==> src/design/hsc_pkg.sv <==
package hsc_pkg;

    // ------------------------------------------------------------
    // register map
    // ------------------------------------------------------------
    localparam logic [7:0] HSC_CAP_DWORD_ADDR = 8'he4;   // dword holding id, next item, control/status
    localparam logic [7:0] HSC_CAP_ID_OFFSET  = 8'he4;
    localparam logic [7:0] HSC_NEXT_OFFSET    = 8'he5;
    localparam logic [7:0] HSC_CTRL_OFFSET    = 8'he6;

    // fixed read values
    localparam logic [7:0] HSC_CAP_ID_VAL     = 8'h06;
    localparam logic [7:0] HSC_NEXT_ITEM_VAL  = 8'h00;
    localparam logic [1:0] HSC_PROG_IFACE_VAL = 2'h1;

    // byte lanes of the dword
    localparam int HSC_LANE_CAP_ID = 0;
    localparam int HSC_LANE_NEXT   = 1;
    localparam int HSC_LANE_CTRL   = 2;
    localparam int HSC_LANE_TOP    = 3;

    // control/status field positions inside the dword
    localparam int HSC_BIT_HIDE_ARM     = 16;
    localparam int HSC_BIT_ENUM_MASK    = 17;
    localparam int HSC_BIT_PENDING      = 18;
    localparam int HSC_BIT_LED          = 19;
    localparam int HSC_BIT_PI_LO        = 20;
    localparam int HSC_BIT_PI_HI        = 21;
    localparam int HSC_BIT_REMOVAL      = 22;
    localparam int HSC_BIT_FRESH_SEAT   = 23;

    // reset values
    localparam logic HSC_RST_HIDE_ARM  = 1'b0;
    localparam logic HSC_RST_ENUM_MASK = 1'b0;
    localparam logic HSC_RST_LED       = 1'b0;
    localparam logic HSC_RST_REMOVAL   = 1'b0;
    localparam logic HSC_RST_FRESH     = 1'b0;
    localparam logic HSC_PENDING_VAL   = 1'b0;

    // configuration request carried as one bundle
    typedef struct packed {
        logic        req;     // access strobe, one access per cycle high
        logic        we;      // 1 write, 0 read
        logic [7:2]  addr;    // dword address
        logic [3:0]  be_n;    // active-low byte enables
        logic [31:0] wdata;
    } hsc_cfg_req_s;

endpackage

==> src/design/hsc_regs.sv <==
`timescale 1ns/1ns
module hsc_regs
    import hsc_pkg::*;
(
    // clock and primary reset
    input  wire logic          i_core_clk,
    input  wire logic          i_arst_n,
    // configuration access from the primary bus target
    input  wire hsc_cfg_req_s  i_cfg,
    output logic               o_cfg_ack,
    output logic [31:0]        o_cfg_rdata,
    // board events
    input  wire logic          i_removal_req,
    input  wire logic          i_ejector_closed,
    // outputs to pins and bridge core
    output logic               o_bus_quiet,
    output logic               o_enum_out_n,
    output logic               o_led_on
);

    // ------------------------------------------------------------
    // operating notes
    // ------------------------------------------------------------
    // access timing:
    //   a request is taken on the edge where req is high and the
    //   bridge is not hidden; ack and read data follow one edge later
    //   and stand for one cycle for each cycle that req is high.
    //   read data is zero outside the ack cycle and for any dword
    //   other than the capability dword.
    // byte lanes:
    //   only lane 2 (control/status) holds writable state; lanes 0, 1
    //   and 3 are fixed and silently ignore writes.
    // hiding:
    //   the hide bit is raised one edge after reset release and, as a
    //   hidden bridge takes no configuration access, only a new reset
    //   lowers it again. a user must know this: the block stays quiet
    //   for the rest of the reset period.
    // flags:
    //   removal and fresh-seat flags are sticky; a write of 1 clears
    //   them, a write of 0 keeps them. an event in the clearing cycle
    //   wins, so no event is ever lost to a racing clear.
    //   fresh seat is taken once per reset, on the first cycle after
    //   release where the handle is seen closed; a board already
    //   seated at release therefore counts as freshly inserted.
    // enumeration pin:
    //   computed from the next flag and mask values so the pin moves in
    //   the same cycle as the flags it reflects, at the cost of a longer
    //   combinational path into its flop.
    // led:
    //   the led output is the stored control bit, nothing more; any pin
    //   drive strength or polarity inversion lives outside this block.
    // ------------------------------------------------------------

    // ------------------------------------------------------------
    // state
    // ------------------------------------------------------------
    logic        hide_arm;
    logic        enum_irq_mask;
    logic        led_on_off;
    logic        removal_pending_flag;
    logic        fresh_seat_flag;
    logic        out_of_reset;
    logic        ejector_seen;
    logic        cfg_ack;
    logic [31:0] cfg_rdata;
    logic        enum_out_n;

    logic        next_hide_arm;
    logic        next_enum_irq_mask;
    logic        next_led_on_off;
    logic        next_removal_pending_flag;
    logic        next_fresh_seat_flag;
    logic        next_out_of_reset;
    logic        next_ejector_seen;
    logic        next_cfg_ack;
    logic [31:0] next_cfg_rdata;
    logic        next_enum_out_n;

    // ------------------------------------------------------------
    // helpers
    // ------------------------------------------------------------
    // a byte lane is written when its active-low enable is low
    function automatic logic lane_on(input logic [3:0] be_n, input int lane);
        lane_on = ~be_n[lane];
    endfunction

    function automatic logic [31:0] cap_dword(
        input logic hide, input logic mask, input logic led,
        input logic rem,  input logic fresh);
        logic [31:0] d;
        d = '0;
        d[HSC_LANE_CAP_ID*8 +: 8]        = HSC_CAP_ID_VAL;
        d[HSC_LANE_NEXT*8 +: 8]          = HSC_NEXT_ITEM_VAL;
        d[HSC_BIT_HIDE_ARM]              = hide;
        d[HSC_BIT_ENUM_MASK]             = mask;
        d[HSC_BIT_PENDING]               = HSC_PENDING_VAL;
        d[HSC_BIT_LED]                   = led;
        d[HSC_BIT_PI_HI:HSC_BIT_PI_LO]   = HSC_PROG_IFACE_VAL;
        d[HSC_BIT_REMOVAL]               = rem;
        d[HSC_BIT_FRESH_SEAT]            = fresh;
        cap_dword = d;
    endfunction

    // ------------------------------------------------------------
    // next-state logic
    // ------------------------------------------------------------
    // access decode, flag update and enumeration output
    always_comb
    begin
        logic hit;
        logic ctrl_wr;
        logic fresh_evt;
        hit       = (i_cfg.addr == HSC_CAP_DWORD_ADDR[7:2]);
        ctrl_wr   = i_cfg.req && i_cfg.we && hit && lane_on(i_cfg.be_n, HSC_LANE_CTRL);
        // closure seen first after release; a board seated at release counts too
        fresh_evt = out_of_reset && i_ejector_closed && !ejector_seen;

        next_out_of_reset = 1'b1;
        next_ejector_seen = ejector_seen || (out_of_reset && i_ejector_closed);

        // hidden bridge takes no access at all
        next_cfg_ack   = i_cfg.req && !hide_arm;
        next_cfg_rdata = '0;
        if (i_cfg.req && !hide_arm && !i_cfg.we && hit)
        begin
            next_cfg_rdata = cap_dword(hide_arm, enum_irq_mask, led_on_off,
                                       removal_pending_flag, fresh_seat_flag);
        end

        next_hide_arm      = hide_arm;
        next_enum_irq_mask = enum_irq_mask;
        next_led_on_off    = led_on_off;
        if (ctrl_wr && !hide_arm)
        begin
            next_hide_arm      = i_cfg.wdata[HSC_BIT_HIDE_ARM];
            next_enum_irq_mask = i_cfg.wdata[HSC_BIT_ENUM_MASK];
            next_led_on_off    = i_cfg.wdata[HSC_BIT_LED];
        end
        if (!out_of_reset)
        begin
            next_hide_arm = 1'b1;
        end

        // write-one-to-clear, but a new event wins over the clear
        next_removal_pending_flag = removal_pending_flag;
        next_fresh_seat_flag      = fresh_seat_flag;
        if (ctrl_wr && !hide_arm && i_cfg.wdata[HSC_BIT_REMOVAL])
        begin
            next_removal_pending_flag = 1'b0;
        end
        if (ctrl_wr && !hide_arm && i_cfg.wdata[HSC_BIT_FRESH_SEAT])
        begin
            next_fresh_seat_flag = 1'b0;
        end
        if (i_removal_req)
        begin
            next_removal_pending_flag = 1'b1;
        end
        if (fresh_evt)
        begin
            next_fresh_seat_flag = 1'b1;
        end

        next_enum_out_n = !((next_removal_pending_flag || next_fresh_seat_flag) && !next_enum_irq_mask);
    end

    // ------------------------------------------------------------
    // registers
    // ------------------------------------------------------------
    // primary reset clears everything but enum_out_n, which it sets high; hide arm is raised one edge later
    always_ff @(posedge i_core_clk or negedge i_arst_n)
    begin
        if (!i_arst_n)
        begin
            hide_arm             <= HSC_RST_HIDE_ARM;
            enum_irq_mask        <= HSC_RST_ENUM_MASK;
            led_on_off           <= HSC_RST_LED;
            removal_pending_flag <= HSC_RST_REMOVAL;
            fresh_seat_flag      <= HSC_RST_FRESH;
            out_of_reset         <= 1'b0;
            ejector_seen         <= 1'b0;
            cfg_ack              <= 1'b0;
            cfg_rdata            <= '0;
            enum_out_n           <= 1'b1;
        end
        else
        begin
            hide_arm             <= next_hide_arm;
            enum_irq_mask        <= next_enum_irq_mask;
            led_on_off           <= next_led_on_off;
            removal_pending_flag <= next_removal_pending_flag;
            fresh_seat_flag      <= next_fresh_seat_flag;
            out_of_reset         <= next_out_of_reset;
            ejector_seen         <= next_ejector_seen;
            cfg_ack              <= next_cfg_ack;
            cfg_rdata            <= next_cfg_rdata;
            enum_out_n           <= next_enum_out_n;
        end
    end

    // outputs straight from flops
    assign o_cfg_ack    = cfg_ack;
    assign o_cfg_rdata  = cfg_rdata;
    assign o_bus_quiet  = hide_arm;
    assign o_enum_out_n = enum_out_n;
    assign o_led_on     = led_on_off;

endmodule

==> config.mk <==
export PLATFORM = sky130hd
export DESIGN_NAME = hsc_regs
export DESIGN_NICKNAME = d
export VERILOG_FILES = /design/src/design/hsc_pkg.sv /design/src/design/hsc_regs.sv
export SDC_FILE = /design/constraint.sdc
export NUM_CORES = 1
export LEC_CHECK = 0
export BUFFER_PORTS_ARGS = -buffer_cell sky130_fd_sc_hd__buf_2
export CORE_MARGIN = 3
export CORE_UTILIZATION = 36
export CTS_BUF_LIST = sky130_fd_sc_hd__clkbuf_16
export CTS_CLUSTER_SIZE = 40
export DETAILED_ROUTE_END_ITERATION = 8
export PLACE_DENSITY = 0.84
export SLEW_MARGIN = 10
export SYNTH_ARGS = -nofsm -noshare
export SYNTH_HDL_FRONTEND = slang
export SYNTH_SLANG_ARGS = --single-unit
==> constraint.sdc <==
create_clock -name i_core_clk -period 2 [get_ports i_core_clk]
set_clock_uncertainty 0.05 [all_clocks]
set_input_delay 0.4 -clock i_core_clk [delete_from_list [all_inputs] [get_ports i_core_clk]]
set_output_delay 0.4 -clock i_core_clk [all_outputs]
set_load 0.02 [all_outputs]
### After elaboration in Yosys (flattened, before gate mapping)

Index checks and enable logic that the tools add are counted.

* reductions and logical operators: 19
* muxes and demuxes: 8
* eq/ne operators: 2
* bitwise gates (word level): 1

Operator list (number)
* 24-bit two-way mux: 1
* 1-bit logical AND: 12
* 1-bit two-way mux: 7
* 6-bit == test, second input constant: 1
* 1-bit zero test: 5
* 1-bit logical OR: 2
* 2-bit by 1-bit inequality test with 1-bit output, second input constant: 1
* 1-bit inverter: 1

* flip-flop bits (word level): 33
* output and inout port bits: 36

### Logic depth before layout (Yosys ltp)

Gate-level depths: netlist of the first run.

* depth in word-level cells: 10
* gate-level depth with buffers: 4
* mapped depth without buffers: 4

### Worst setup path after synthesis of the first run

Ideal clock, no wire load.

* path kind: register to register
* from: register hide_arm, in the netlist o_bus_quiet
* to: register enum_out_n, in the netlist o_enum_out_n
* library setup time: 82 ps
* cell stages (with the launch flop): 5
* setup slack: 574 ps
* data arrival time: 1295 ps
* required time: 1868 ps
* clock period less this slack: 1426 ps
* cells stage by stage: dfrtp_1 -> nor3b_4 -> nand3_2 -> mux2_4 -> o21bai_1

* elaborated cells on any way between the ends: 13
* those cells by class: 5 x mux; 8 x reduce/logical

RTL lines
* start, declared: RTL line hsc_regs.sv:57 `logic hide_arm;`
* start signal, assigned: RTL line hsc_regs.sv:188 `hide_arm <= next_hide_arm;`
* 1-bit zero test: RTL line hsc_regs.sv:133 `if (ctrl_wr && !hide_arm)`
* 1-bit logical AND: RTL line hsc_regs.sv:133
* 1-bit two-way mux: RTL line hsc_regs.sv:133
* net next_enum_irq_mask: RTL line hsc_regs.sv:69 `logic next_enum_irq_mask;`
* 1-bit zero test: RTL line hsc_regs.sv:164 `next_enum_out_n = !((next_removal_pending_flag || next_fresh_seat_flag) && !next_enum_irq_mask);`
* 1-bit logical AND: RTL line hsc_regs.sv:164
* 1-bit zero test: RTL line hsc_regs.sv:164
* net next_enum_out_n: RTL line hsc_regs.sv:77 `logic next_enum_out_n;`
* end signal, assigned: RTL line hsc_regs.sv:197 `enum_out_n <= next_enum_out_n;`
* end, declared: RTL line hsc_regs.sv:66 `logic enum_out_n;`

The timed path passes the listed nets, and every way through them passes these cells.
A chain may end at the register's enable or synchronous reset.

### Worst setup path after layout of the first run

Ends and elaborated chain as after synthesis.

==> impl_results.md, run 1 <==
- Fin cells: 123
- Fillcell total: 186
- Initial Util: 0.386
- Post-Syn Instances: 65
- Multiplexer area fraction after synthesis: 0.0343
- Clk pwr share: 0.489
- Combinational Power Share: 0.099
- Max-cap violations: 0
- CP arrival: 1560 ps
- Via total after detailed routing: 481
- Cell Chain, Critical Path: nor3b_4, nand3_2, mux2_4, o21bai_1
- Worst hold slack: -5.00 ps
- Drt initial violations: 2
- Sequential share of power: 0.412
- Synth area leader: dfrtp_1
- Failing checks: negative hold slack
- Hpwl dp: 1000 um
- Clock transition at path regs: 50 ps
- Port bufs: 29
- Remaining global-route overflow: 0
- Crit-path slowest cell: dfrtp_1
- Critical-path maximum fanout: 4
- R2R Path Start: o_bus_quiet
- FF-to-FF End: o_enum_out_n
- CTS Root Cell: clkbuf_16
- Setup Fix Bufs, Post-CTS: 0
- Synth Area in Compound Gates: 0.0310
- RSZ-0062 raised after global routing: no
- Core area: 0.00198 mm2
- CP Capture Type: register
- Maximum operating frequency: 0.692 GHz
- Full die area: 0.00272 mm2
- Worst Hold Class: primary input to async pin
- Final Net Count: 145
- Crit path largest cell delay: 420 ps
- Status: complete, but fails checks
- Worst-skew pair later-pin latency: 240 ps
- Fin crit share: 0.723
- Multi-input gate area: 284 um2
- Share of layout cells above drive strength 1: 0.417
- YS warnings: 0
- Critical setup path kind: register to register
- Leading cell type in the layout, fill and taps excluded: buf_2
- Reg2Reg Setup Slack: 550 ps
- Setup TNS: 0 ps
- H-tree depth: 1
- Clock Sinks: 15
- Hold Vio Cnt, Final: 14
- Synth top area share: 0.458
- Die Y: 52.1 um
- Crit path time final: 1450 ps
- Adder-Cell Fraction of Synth Area: 0
- Largest net degree at the start of global routing: 16
- Total GRT Usage: 0.0929
- CP Data Required Time: 2110 ps
- Net Sw Frac: 0.220
- Seq/Total Area, Yosys: 0.492
- Commonest non-fill, non-tap cells in the layout: buf_2 (29), conb_1 (26), dfrtp_1 (14), and2_1 (4)
- DRT Pass-1 Iters: 3
- # DRC: 0
- PD cells: 825 mW/mm2
- I/O Pins: 84
- Post-synthesis simple-gate area fraction: 0.178
- Cell Area, Synth: 766 um2
- XOR/XNOR Fraction of Synth Area: 0
- First-pass GRT wire length: 1710 um
- Leak: 0.511 nW
- Max Slew Vio Count: 0
- CTS tree: done
- Cells after DPL: 119
- Vias in the first global route: 416
- DR WL/cell: 9.34 um
- Initial antenna violation count: 0
- Synthesis-stage register bit count: 15
- Psw: 0.167 mW
- FF-to-FF path depth: 4
- Routed WL: 1150 um
- RD Place Congestion: 0.753
- Chip Width: 52.1 um
- Final Setup Violations: 0
- FF/Latch Area: 377 um2
- Vias per cell: 3.91
- Syn avg cell area: 11.8 um2
- # rows: 16
- Post_cts resized: 0
- Antenna-violating nets left: 0
- Internal: 0.591 mW
- Worst setup path start: o_bus_quiet
- Area delta synth->final: 19.9%
- Max FFs per register: 6
- Synth area leaders: dfrtp_1 (46%), buf_4 (25%), dfstp_2 (3.4%), and2_1 (3.3%), and4b_2 (2.9%)
- # diodes: 0
- Setup crit end: o_enum_out_n
- CP Launch Type: register
- # hold bufs at CTS: 0
- Worst vdd ir: 0.491 mV
- Combinational family with the most area after synthesis: buffers and inverters
- Count of cell types in the netlist: 20
- CTS Buf Count: 3
- Longest Clk Path Bufs: 2
worst max-delay path, delay by kind of cell, from the launching register on:
| family | cells | cell delay [ps] |
|---|---|---|
| mux | 1 | 320 |
| flops | 1 | 420 |
| compound gates | 1 | 150 |
| simple gates | 2 | 420 |
per-layer routing:
layer	track usage	up-vias	wire length, um
met5	0	-	0
met4	0.0917	0	16
met3	0.0315	2	174
met2	0.157	35	567
met1	0.0841	220	391
li1	-	224	-
cells by family (layout without fill, tap and decap cells):
kind of cell           after synthesis  count (layout)
AO/OA/AOI/OAI                        3               3
buffers and inverters               26              33
flip-flops                          15              15
multiplexers                         2               2
other                                2              26
AND/OR/NAND/NOR                     17              17
synthesized netlist by cell type:
cell       number
dfrtp_1        14
nand4_1         3
o21bai_1        1
nor2b_1         1
nand2_1         1
mux2_2          1
nand3_2         1
nand2b_1        1
and3b_1         1
a21o_1          1
and2b_2         1
and2_1          4
buf_4          26
dfstp_2         1
conb_1          2
and4b_2         2
nor3b_4         1
nand3b_1        1
mux2_4          1
o2bb2ai_1       1
cell type report:
class	count	area share
Clock buffer	3	0.0817
Clock inverter	1	0.00409
Multi-Input combinational cell	48	0.309
Sequential cell	15	0.410
Tap cell	27	0.0368
Timing Repair Buffer	29	0.158
worst min path at each step:
stage,from,to,slack [ps]
CTS,i_arst_n,o_cfg_rdata[20],3
floorplan,i_arst_n,ejector_seen,50
global placement,i_arst_n,o_cfg_rdata[22],260
detailed placement,i_arst_n,o_cfg_rdata[20],260
global route,i_arst_n,o_cfg_rdata[23],20
finish,i_arst_n,o_cfg_rdata[20],-5
power groups by stage:
stage | Sequential, mW | Clock [mW] | Combinational, mW
final | 0.312 | 0.370 | 0.0748
after global routing | 0.312 | 0.400 | 0.0821
after CTS | 0.312 | 0.382 | 0.0745
after detailed placement | 0.317 | 0 | 0.0747
after global placement | 0.316 | 0 | 0.0737
after floorplan | 0.317 | 0 | 0.0837
stage by stage:
step                      utilization  power (mW)  instance area, um2  setup WS, ps
after CTS                       0.463       0.769                 918           559
after detailed placement        0.424       0.391                 840           464
after global placement          0.424       0.390                 840           467
final                           0.463       0.758                 918           555
after global routing            0.463       0.794                 918           478
after floorplan                     -       0.401                 856           574
Power figures use the tool's default switching activity.
==> run 2: changes to the inputs <==
--- a/config.mk
+++ b/config.mk
@@ -5,13 +5,14 @@
 export SDC_FILE = /design/constraint.sdc
 export NUM_CORES = 1
 export LEC_CHECK = 0
+export ABC_AREA = 1
 export BUFFER_PORTS_ARGS = -buffer_cell sky130_fd_sc_hd__buf_2
 export CORE_MARGIN = 3
-export CORE_UTILIZATION = 36
+export CORE_UTILIZATION = 34
 export CTS_BUF_LIST = sky130_fd_sc_hd__clkbuf_16
 export CTS_CLUSTER_SIZE = 40
 export DETAILED_ROUTE_END_ITERATION = 8
-export PLACE_DENSITY = 0.84
+export PLACE_DENSITY = 0.78
 export SLEW_MARGIN = 10
 export SYNTH_ARGS = -nofsm -noshare
 export SYNTH_HDL_FRONTEND = slang
==> constraint.sdc (replaced) <==
create_clock -name i_core_clk -period 1.37 [get_ports i_core_clk]
set_clock_uncertainty 0.05 [all_clocks]
set_input_delay 0.274 -clock i_core_clk [delete_from_list [all_inputs] [get_ports i_core_clk]]
set_output_delay 0.274 -clock i_core_clk [all_outputs]
set_load 0.02 [all_outputs]
==> run 2 against run 1 <==
The run now ends clean. Synthesized cell count grew 37%. Hold slack improved by 190 ps. Critical endpoint is now o_enum_out_n. Final cell count grew 20%. Total power rose by 46%. Combinational power grew 51%. Clock power is 48% higher. Sequential power is 44% higher. Sequential share of layout area decreased by 2.1 points. Sequential cell count did not move. Design area grew 5.3%. First-iteration DRC count increased by 50%. Critical path depth fell by 3.
==> impl_results.md, run 2 <==
- Status: completed
- Hold Vio Cnt, Final: 0 (-14)
- Initial Util: 0.382 (-0.00422)
- CP arrival: 890 ps (-670 ps)
- Final non-filler cell area: 967 um2 (+5.3%)
- Routed WL: 1410 um (+23%)
- Most Used Layer, Global Route: met2
- Share of layout cells above drive strength 1: 0.364 (-0.0530)
- Largest net degree at the start of global routing: 16 (unchanged)
- Max Slew Vio Count: 0 (unchanged)
- Area delta synth->final: 20.4%
- Max FFs per register: 6 (unchanged)
- Final Setup Violations: 0 (unchanged)
- Worst vdd ir: 0.490 mV (-0.14%)
- Post_cts resized: 0 (unchanged)
- Fin crit share: 0.888
- # DRC: 0 (unchanged)
- CP Data Required Time: 1050 ps (-1060 ps)
- Synth area leaders: dfrtp_1 (44%), buf_4 (24%), inv_1 (6.5%), nand2_1 (4.2%), dfstp_2 (3.3%)
- Cell Area, Synth: 803 um2 (+4.9%)
- Synthesis-stage register bit count: 15 (unchanged)
- Cells after DPL: 143 (+20%)
- Leading cell type in the layout, fill and taps excluded: buf_2
- Main flop type after synthesis: dfrtp_1
- CTS Root Cell: clkbuf_16
- Critical-path maximum fanout: 1 (-3)
- # rows: 16 (unchanged)
- Core area: 0.00210 mm2 (+6.1%)
- H-tree depth: 1 (unchanged)
- RD Place Congestion: 0.695 (-7.7%)
- CTS Buf Count: 3 (unchanged)
- Post-synth EDFFs: 0 (unchanged)
- Synth top area share: 0.436 (-0.0214)
- Synth area leader: dfrtp_1
- Crit-path slowest cell: dfstp_2
- I/O Pins: 84 (unchanged)
- Most common cell in the synthesized netlist: buf_4
- Top delay family on crit path: flip-flops
- Global routing usage on met3: 0.0272 (-0.00427)
- Count of cell types in the netlist: 18 (-10%)
- Final Net Count: 170 (+17%)
- Maximum operating frequency: 0.822 GHz
- First-pass GRT wire length: 2000 um (+17%)
- Die Y: 54.6 um (+4.8%)
- Met1 GRT Util: 0.0789 (-0.00522)
- Hpwl dp: 1080 um (+8.4%)
- Max-cap violations: 0 (unchanged)
- Most instantiated cells after synthesis: buf_4 (26), dfrtp_1 (14), inv_1 (14)
- FF/Latch Area: 377 um2 (unchanged)
- Worst Hold Class: primary input to register
- Clock transition at path regs: 50 ps (about the same)
- Bufs and invs on worst path: 1 (+1)
- Cell Chain, Critical Path: buf_2
- CP Launch Type: register
- Syn avg cell area: 9.03 um2 (-23%)
- Initial antenna violation count: 0 (unchanged)
- Commonest non-fill, non-tap cells in the layout: buf_2 (29), conb_1 (26), inv_1 (14), dfrtp_1 (14), nand2_1 (9)
- Met2 usage: 0.203 (+0.0459)
- Setup Fix Bufs, Post-CTS: 0 (unchanged)
- Worst-skew pair later-pin latency: 240 ps (about the same)
- CP Capture Type: output port
- # hold bufs at CTS: 1 (+1)
- Longest Clk Path Bufs: 2 (unchanged)
- # diodes: 0 (unchanged)
- Crit path time final: 1220 ps
- Total GRT Usage: 0.0994 (+0.00649)
- Placed Area: 877 um2 (+4.5%)
- Crit path largest cell delay: 510 ps (+90 ps)
- Full die area: 0.00298 mm2 (+9.8%)
- PD cells: 1150 mW/mm2 (+39%)
- Vias per cell: 3.72 (-4.8%)
- Vias in the first global route: 511 (+23%)
- RSZ-0062 raised after global routing: no
- Port bufs: 29 (unchanged)
- Fillcell total: 191 (+2.7%)
- Seq/Total Area, Yosys: 0.469 (-0.0230)
- Chip Width: 54.6 um (+4.8%)
- Drt initial violations: 3 (+1)
- Power after layout: 1.11 mW (+46%)
- YS warnings: 0 (unchanged)
- DR WL/cell: 9.51 um (+1.8%)
- CTS tree: done
- Setup TNS: 0 ps (unchanged)
- Remaining global-route overflow: 0 (unchanged)
- Post-Syn Instances: 89 (+37%)
- Async S/R FF share, synth: 1.00 (unchanged)
- Clock Sinks: 15 (unchanged)
- Antenna-violating nets left: 0 (unchanged)
- Via total after detailed routing: 551 (+15%)
- DRT Pass-1 Iters: 4 (+1)
- Critical setup path kind: register to output port
- Fin cells: 148 (+20%)
- Leak: 0.583 nW (+14%)
- Multi-input gate area: 262 um2 (-7.9%)
==> run 2: worst paths after layout <==
path / endpoint / slack (ps) / startpoint / depth (start not counted)
min: removal_pending_flag / 180 / i_removal_req / 3
max reg2reg: o_enum_out_n / 320 / o_bus_quiet / 5
min reg2reg: o_bus_quiet / 410 / out_of_reset / 1
min in group asynchronous: o_cfg_rdata[22] / 430 / i_arst_n / 2
max in group asynchronous: o_enum_out_n / 560 / i_arst_n / 2
max: o_enum_out_n / 150 / o_enum_out_n / 1
==> run 2: metal layers <==
layer  up-vias  wire length (um)
met5         -                 0
met4         0                29
met3         4               159
met2        32               801
met1       243               417
li1        272                 -
==> run 2: power breakdown <==
group	internal [mW]	total, mW	switching (mW)
registers	0.447	0.448	0.00103
clock network	0.388	0.546	0.158
logic	0.0249	0.113	0.0884
total	0.860	1.11	0.248
==> run 2: cells by family (layout without fill, tap and decap cells) <==
| family | count (synthesis) | count (layout) | synth area share |
|---|---|---|---|
| buffers and inverters | 42 | 50 | 0.318 |
| and+or+nand+nor | 27 | 27 | 0.176 |
| DFF | 15 | 15 | 0.469 |
| AOI/OAI and AO/OA | 3 | 3 | 0.0280 |
| other | 2 | 26 | 0.00935 |
==> run 2: through the flow <==
stage	setup WS [ps]	hold slack, ps	util
floorplan	327	-71.6	-
global placement	187	132	0.417
detailed placement	151	138	0.417
CTS	142	174	0.460
global route	121	190	0.460
finish	153	182	0.460
==> run 2: cell type report <==
cell class / count / area share
Sequential cell: 15 / 0.389
Multi-Input combinational cell: 56 / 0.270
Timing Repair Buffer: 30 / 0.160
Clock buffer: 3 / 0.0776
Inverter: 16 / 0.0621
Tap cell: 27 / 0.0349
Clock inverter: 1 / 0.00517
==> run 3: changes to the inputs <==
--- a/config.mk
+++ b/config.mk
@@ -8,11 +8,11 @@
 export ABC_AREA = 1
 export BUFFER_PORTS_ARGS = -buffer_cell sky130_fd_sc_hd__buf_2
 export CORE_MARGIN = 3
-export CORE_UTILIZATION = 34
+export CORE_UTILIZATION = 31
 export CTS_BUF_LIST = sky130_fd_sc_hd__clkbuf_16
 export CTS_CLUSTER_SIZE = 40
 export DETAILED_ROUTE_END_ITERATION = 8
-export PLACE_DENSITY = 0.78
+export PLACE_DENSITY = 0.75
 export SLEW_MARGIN = 10
 export SYNTH_ARGS = -nofsm -noshare
 export SYNTH_HDL_FRONTEND = slang
==> constraint.sdc (replaced) <==
create_clock -name i_core_clk -period 1 [get_ports i_core_clk]
set_clock_uncertainty 0.05 [all_clocks]
set_input_delay 0.2 -clock i_core_clk [delete_from_list [all_inputs] [get_ports i_core_clk]]
set_output_delay 0.2 -clock i_core_clk [all_outputs]
set_load 0.02 [all_outputs]
==> run 3 against run 2 <==
The run now ends with negative setup slack left. Total power grew 37%. Wire length shrank 4.2%. Critical path depth is the same. Count of clock-buffer cells in the layout is the same. Hold slack lost 68 ps. Die area grew 8.6%. Via count grew 2.5%. Design area grew 9.1%. Critical path type unchanged. Highest routed layer unchanged.
==> impl_results.md, run 3 (synthesized netlist as in run 2, its figures left out) <==
- Crit path time final: 1120 ps
- Port bufs: 29 (unchanged)
- Power after layout: 1.52 mW (+37%)
- Fin cells: 149 (+0.68%)
- Initial Util: 0.343 (-0.0388)
- Antenna-violating nets left: 0 (unchanged)
- H-tree depth: 1 (unchanged)
- Total GRT Usage: 0.0892 (-0.0102)
- Cell Chain, Critical Path: buf_6
- # DRC: 0 (unchanged)
- Fin crit share: 1.12
- Worst-skew pair later-pin latency: 240 ps (about the same)
- FF-to-FF End: o_enum_out_n
- Worst vdd ir: 0.860 mV (+75%)
- Share of layout cells above drive strength 1: 0.413 (+0.0496)
- CTS Root Cell: clkbuf_16
- # rows: 17 (+1)
- Longest Clk Path Bufs: 2 (unchanged)
- Final non-filler cell area: 0.00105 mm2 (+9.1%)
- Area delta synth->final: 31.3%
- Leading cell type in the layout, fill and taps excluded: conb_1
- Chip Width: 56.9 um (+4.2%)
- Initial antenna violation count: 0 (unchanged)
- CP Launch Type: register
- Clock Sinks: 15 (unchanged)
- Die Y: 56.9 um (+4.2%)
- R2R Path Start: o_bus_quiet
- Via total after detailed routing: 565 (+2.5%)
- Reg2Reg Setup Slack: -60 ps (-380 ps)
- Placement Setup Slack: -154 ps (-305 ps)
- CTS tree: done
- Failing checks: negative setup slack
- PD cells: 1440 mW/mm2 (+26%)
- Cells after DPL: 144 (+0.70%)
- Max FFs per register: 6 (unchanged)
- Vias per cell: 3.79 (+1.9%)
- Critical setup path kind: register to output port
- Hpwl dp: 1110 um (+2.2%)
- DR WL/cell: 9.05 um (-4.8%)
- Largest net degree at the start of global routing: 16 (unchanged)
- Slack of the critical path: -122 ps (-275 ps)
- Worst Hold Class: primary input to register
- Drt initial violations: 6 (+3)
- Final Net Count: 170 (unchanged)
- Core area: 0.00234 mm2 (+11%)
- Maximum operating frequency: 0.892 GHz
- Leak: 0.601 nW (+3.0%)
- Hold Vio Cnt, Final: 0 (unchanged)
- Worst hold path depth: 3 (unchanged)
- CP Capture Type: output port
- Hold_sp: i_removal_req
- CP arrival: 870 ps (-20 ps)
- RSZ-0062 raised after global routing: yes
- Bufs and invs on worst path: 1 (unchanged)
- Final Setup Violations: 9 (+9)
- Placed Area: 880 um2 (+0.29%)
- Clock transition at path regs: 40 ps (about the same)
- Status: complete, but fails checks
- Setup Fix Bufs, Post-CTS: 0 (unchanged)
- CTS Buf Count: 3 (unchanged)
- FF-to-FF path depth: 5 (unchanged)
- First-pass GRT wire length: 2190 um (+9.3%)
- Commonest non-fill, non-tap cells in the layout: conb_1 (26), buf_2 (18), inv_1 (14), dfrtp_1 (13), buf_6 (11)
- Max Slew Vio Count: 0 (unchanged)
- Routed WL: 1350 um (-4.2%)
- Hold EP: removal_pending_flag
- I/O Pins: 84 (unchanged)
- DRT Pass-1 Iters: 2 (-2)
- # diodes: 0 (unchanged)
- Critical-path maximum fanout: 1 (unchanged)
- Top delay family on crit path: flip-flops
- Crit-path slowest cell: dfstp_2
- Vias in the first global route: 532 (+4.1%)
- CP Data Required Time: 750 ps (-300 ps)
- Fillcell total: 232 (+21%)
- RD Place Congestion: 0.700 (+0.69%)
- Crit path largest cell delay: 520 ps (about the same)
- Max-cap violations: 0 (unchanged)
- Full die area: 0.00324 mm2 (+8.6%)
- Remaining global-route overflow: 0 (unchanged)
[run 3: cell count changes in the layout (fill, tap and decap cells not counted), sizes merged]
cell	previous run	this run
inv	15	17
clkinv	2	0
[run 3: what timing repair did]
action / 4_1_cts / 5_1_grt
endpoints found under the hold margin: 14 / 0
endpoints found under the setup margin: 12 / 20
pin swaps: 0 / 1
hold buffers: 1 / 0
gates resized for setup: 15 / 14
[run 3: worst max-delay path by stage]
stage                      start            to  slack (ps)  cells past startpoint
floorplan            o_bus_quiet  o_enum_out_n          20                      5
global placement       i_cfg[37]  o_enum_out_n        -120                      8
detailed placement     i_cfg[37]  o_enum_out_n        -150                      8
CTS                 o_enum_out_n  o_enum_out_n        -130                      1
global route         o_bus_quiet  o_enum_out_n        -160                      5
finish              o_enum_out_n  o_enum_out_n        -120                      1
[run 3: per-stage QoR]
stage	setup TNS (ps)	hold WS, ps	util
finish	-466	114	0.451
floorplan	0	-146	-
global route	-1050	123	0.451
CTS	-474	111	0.435
detailed placement	-624	67.5	0.376
global placement	-317	58.8	0.376
[run 3: report_power, final]
group	internal [mW]	total (mW)	leakage [nW]	switching, mW
combinational	0.0365	0.158	0.378	0.122
sequential	0.613	0.615	0.180	0.00183
clock	0.527	0.748	0.0423	0.221
[run 3: layout make-up]
type	count	area, um2	area share
inverter	16	60.1	0.0569
clock buffer	3	75.1	0.0712
timing repair buffer	30	224	0.212
multi-input combinational	56	279	0.265
clock inverter	1	3.75	0.00356
tap	28	35.0	0.0332
sequential	15	378	0.358
[run 3: metal layers]
metal	vias to the layer above	part of all wire	global-route usage
met5	-	0	0
met4	0	0.016	0.0497
met3	3	0.12	0.0299
met2	36	0.58	0.163
met1	252	0.29	0.0864
li1	274	-	-
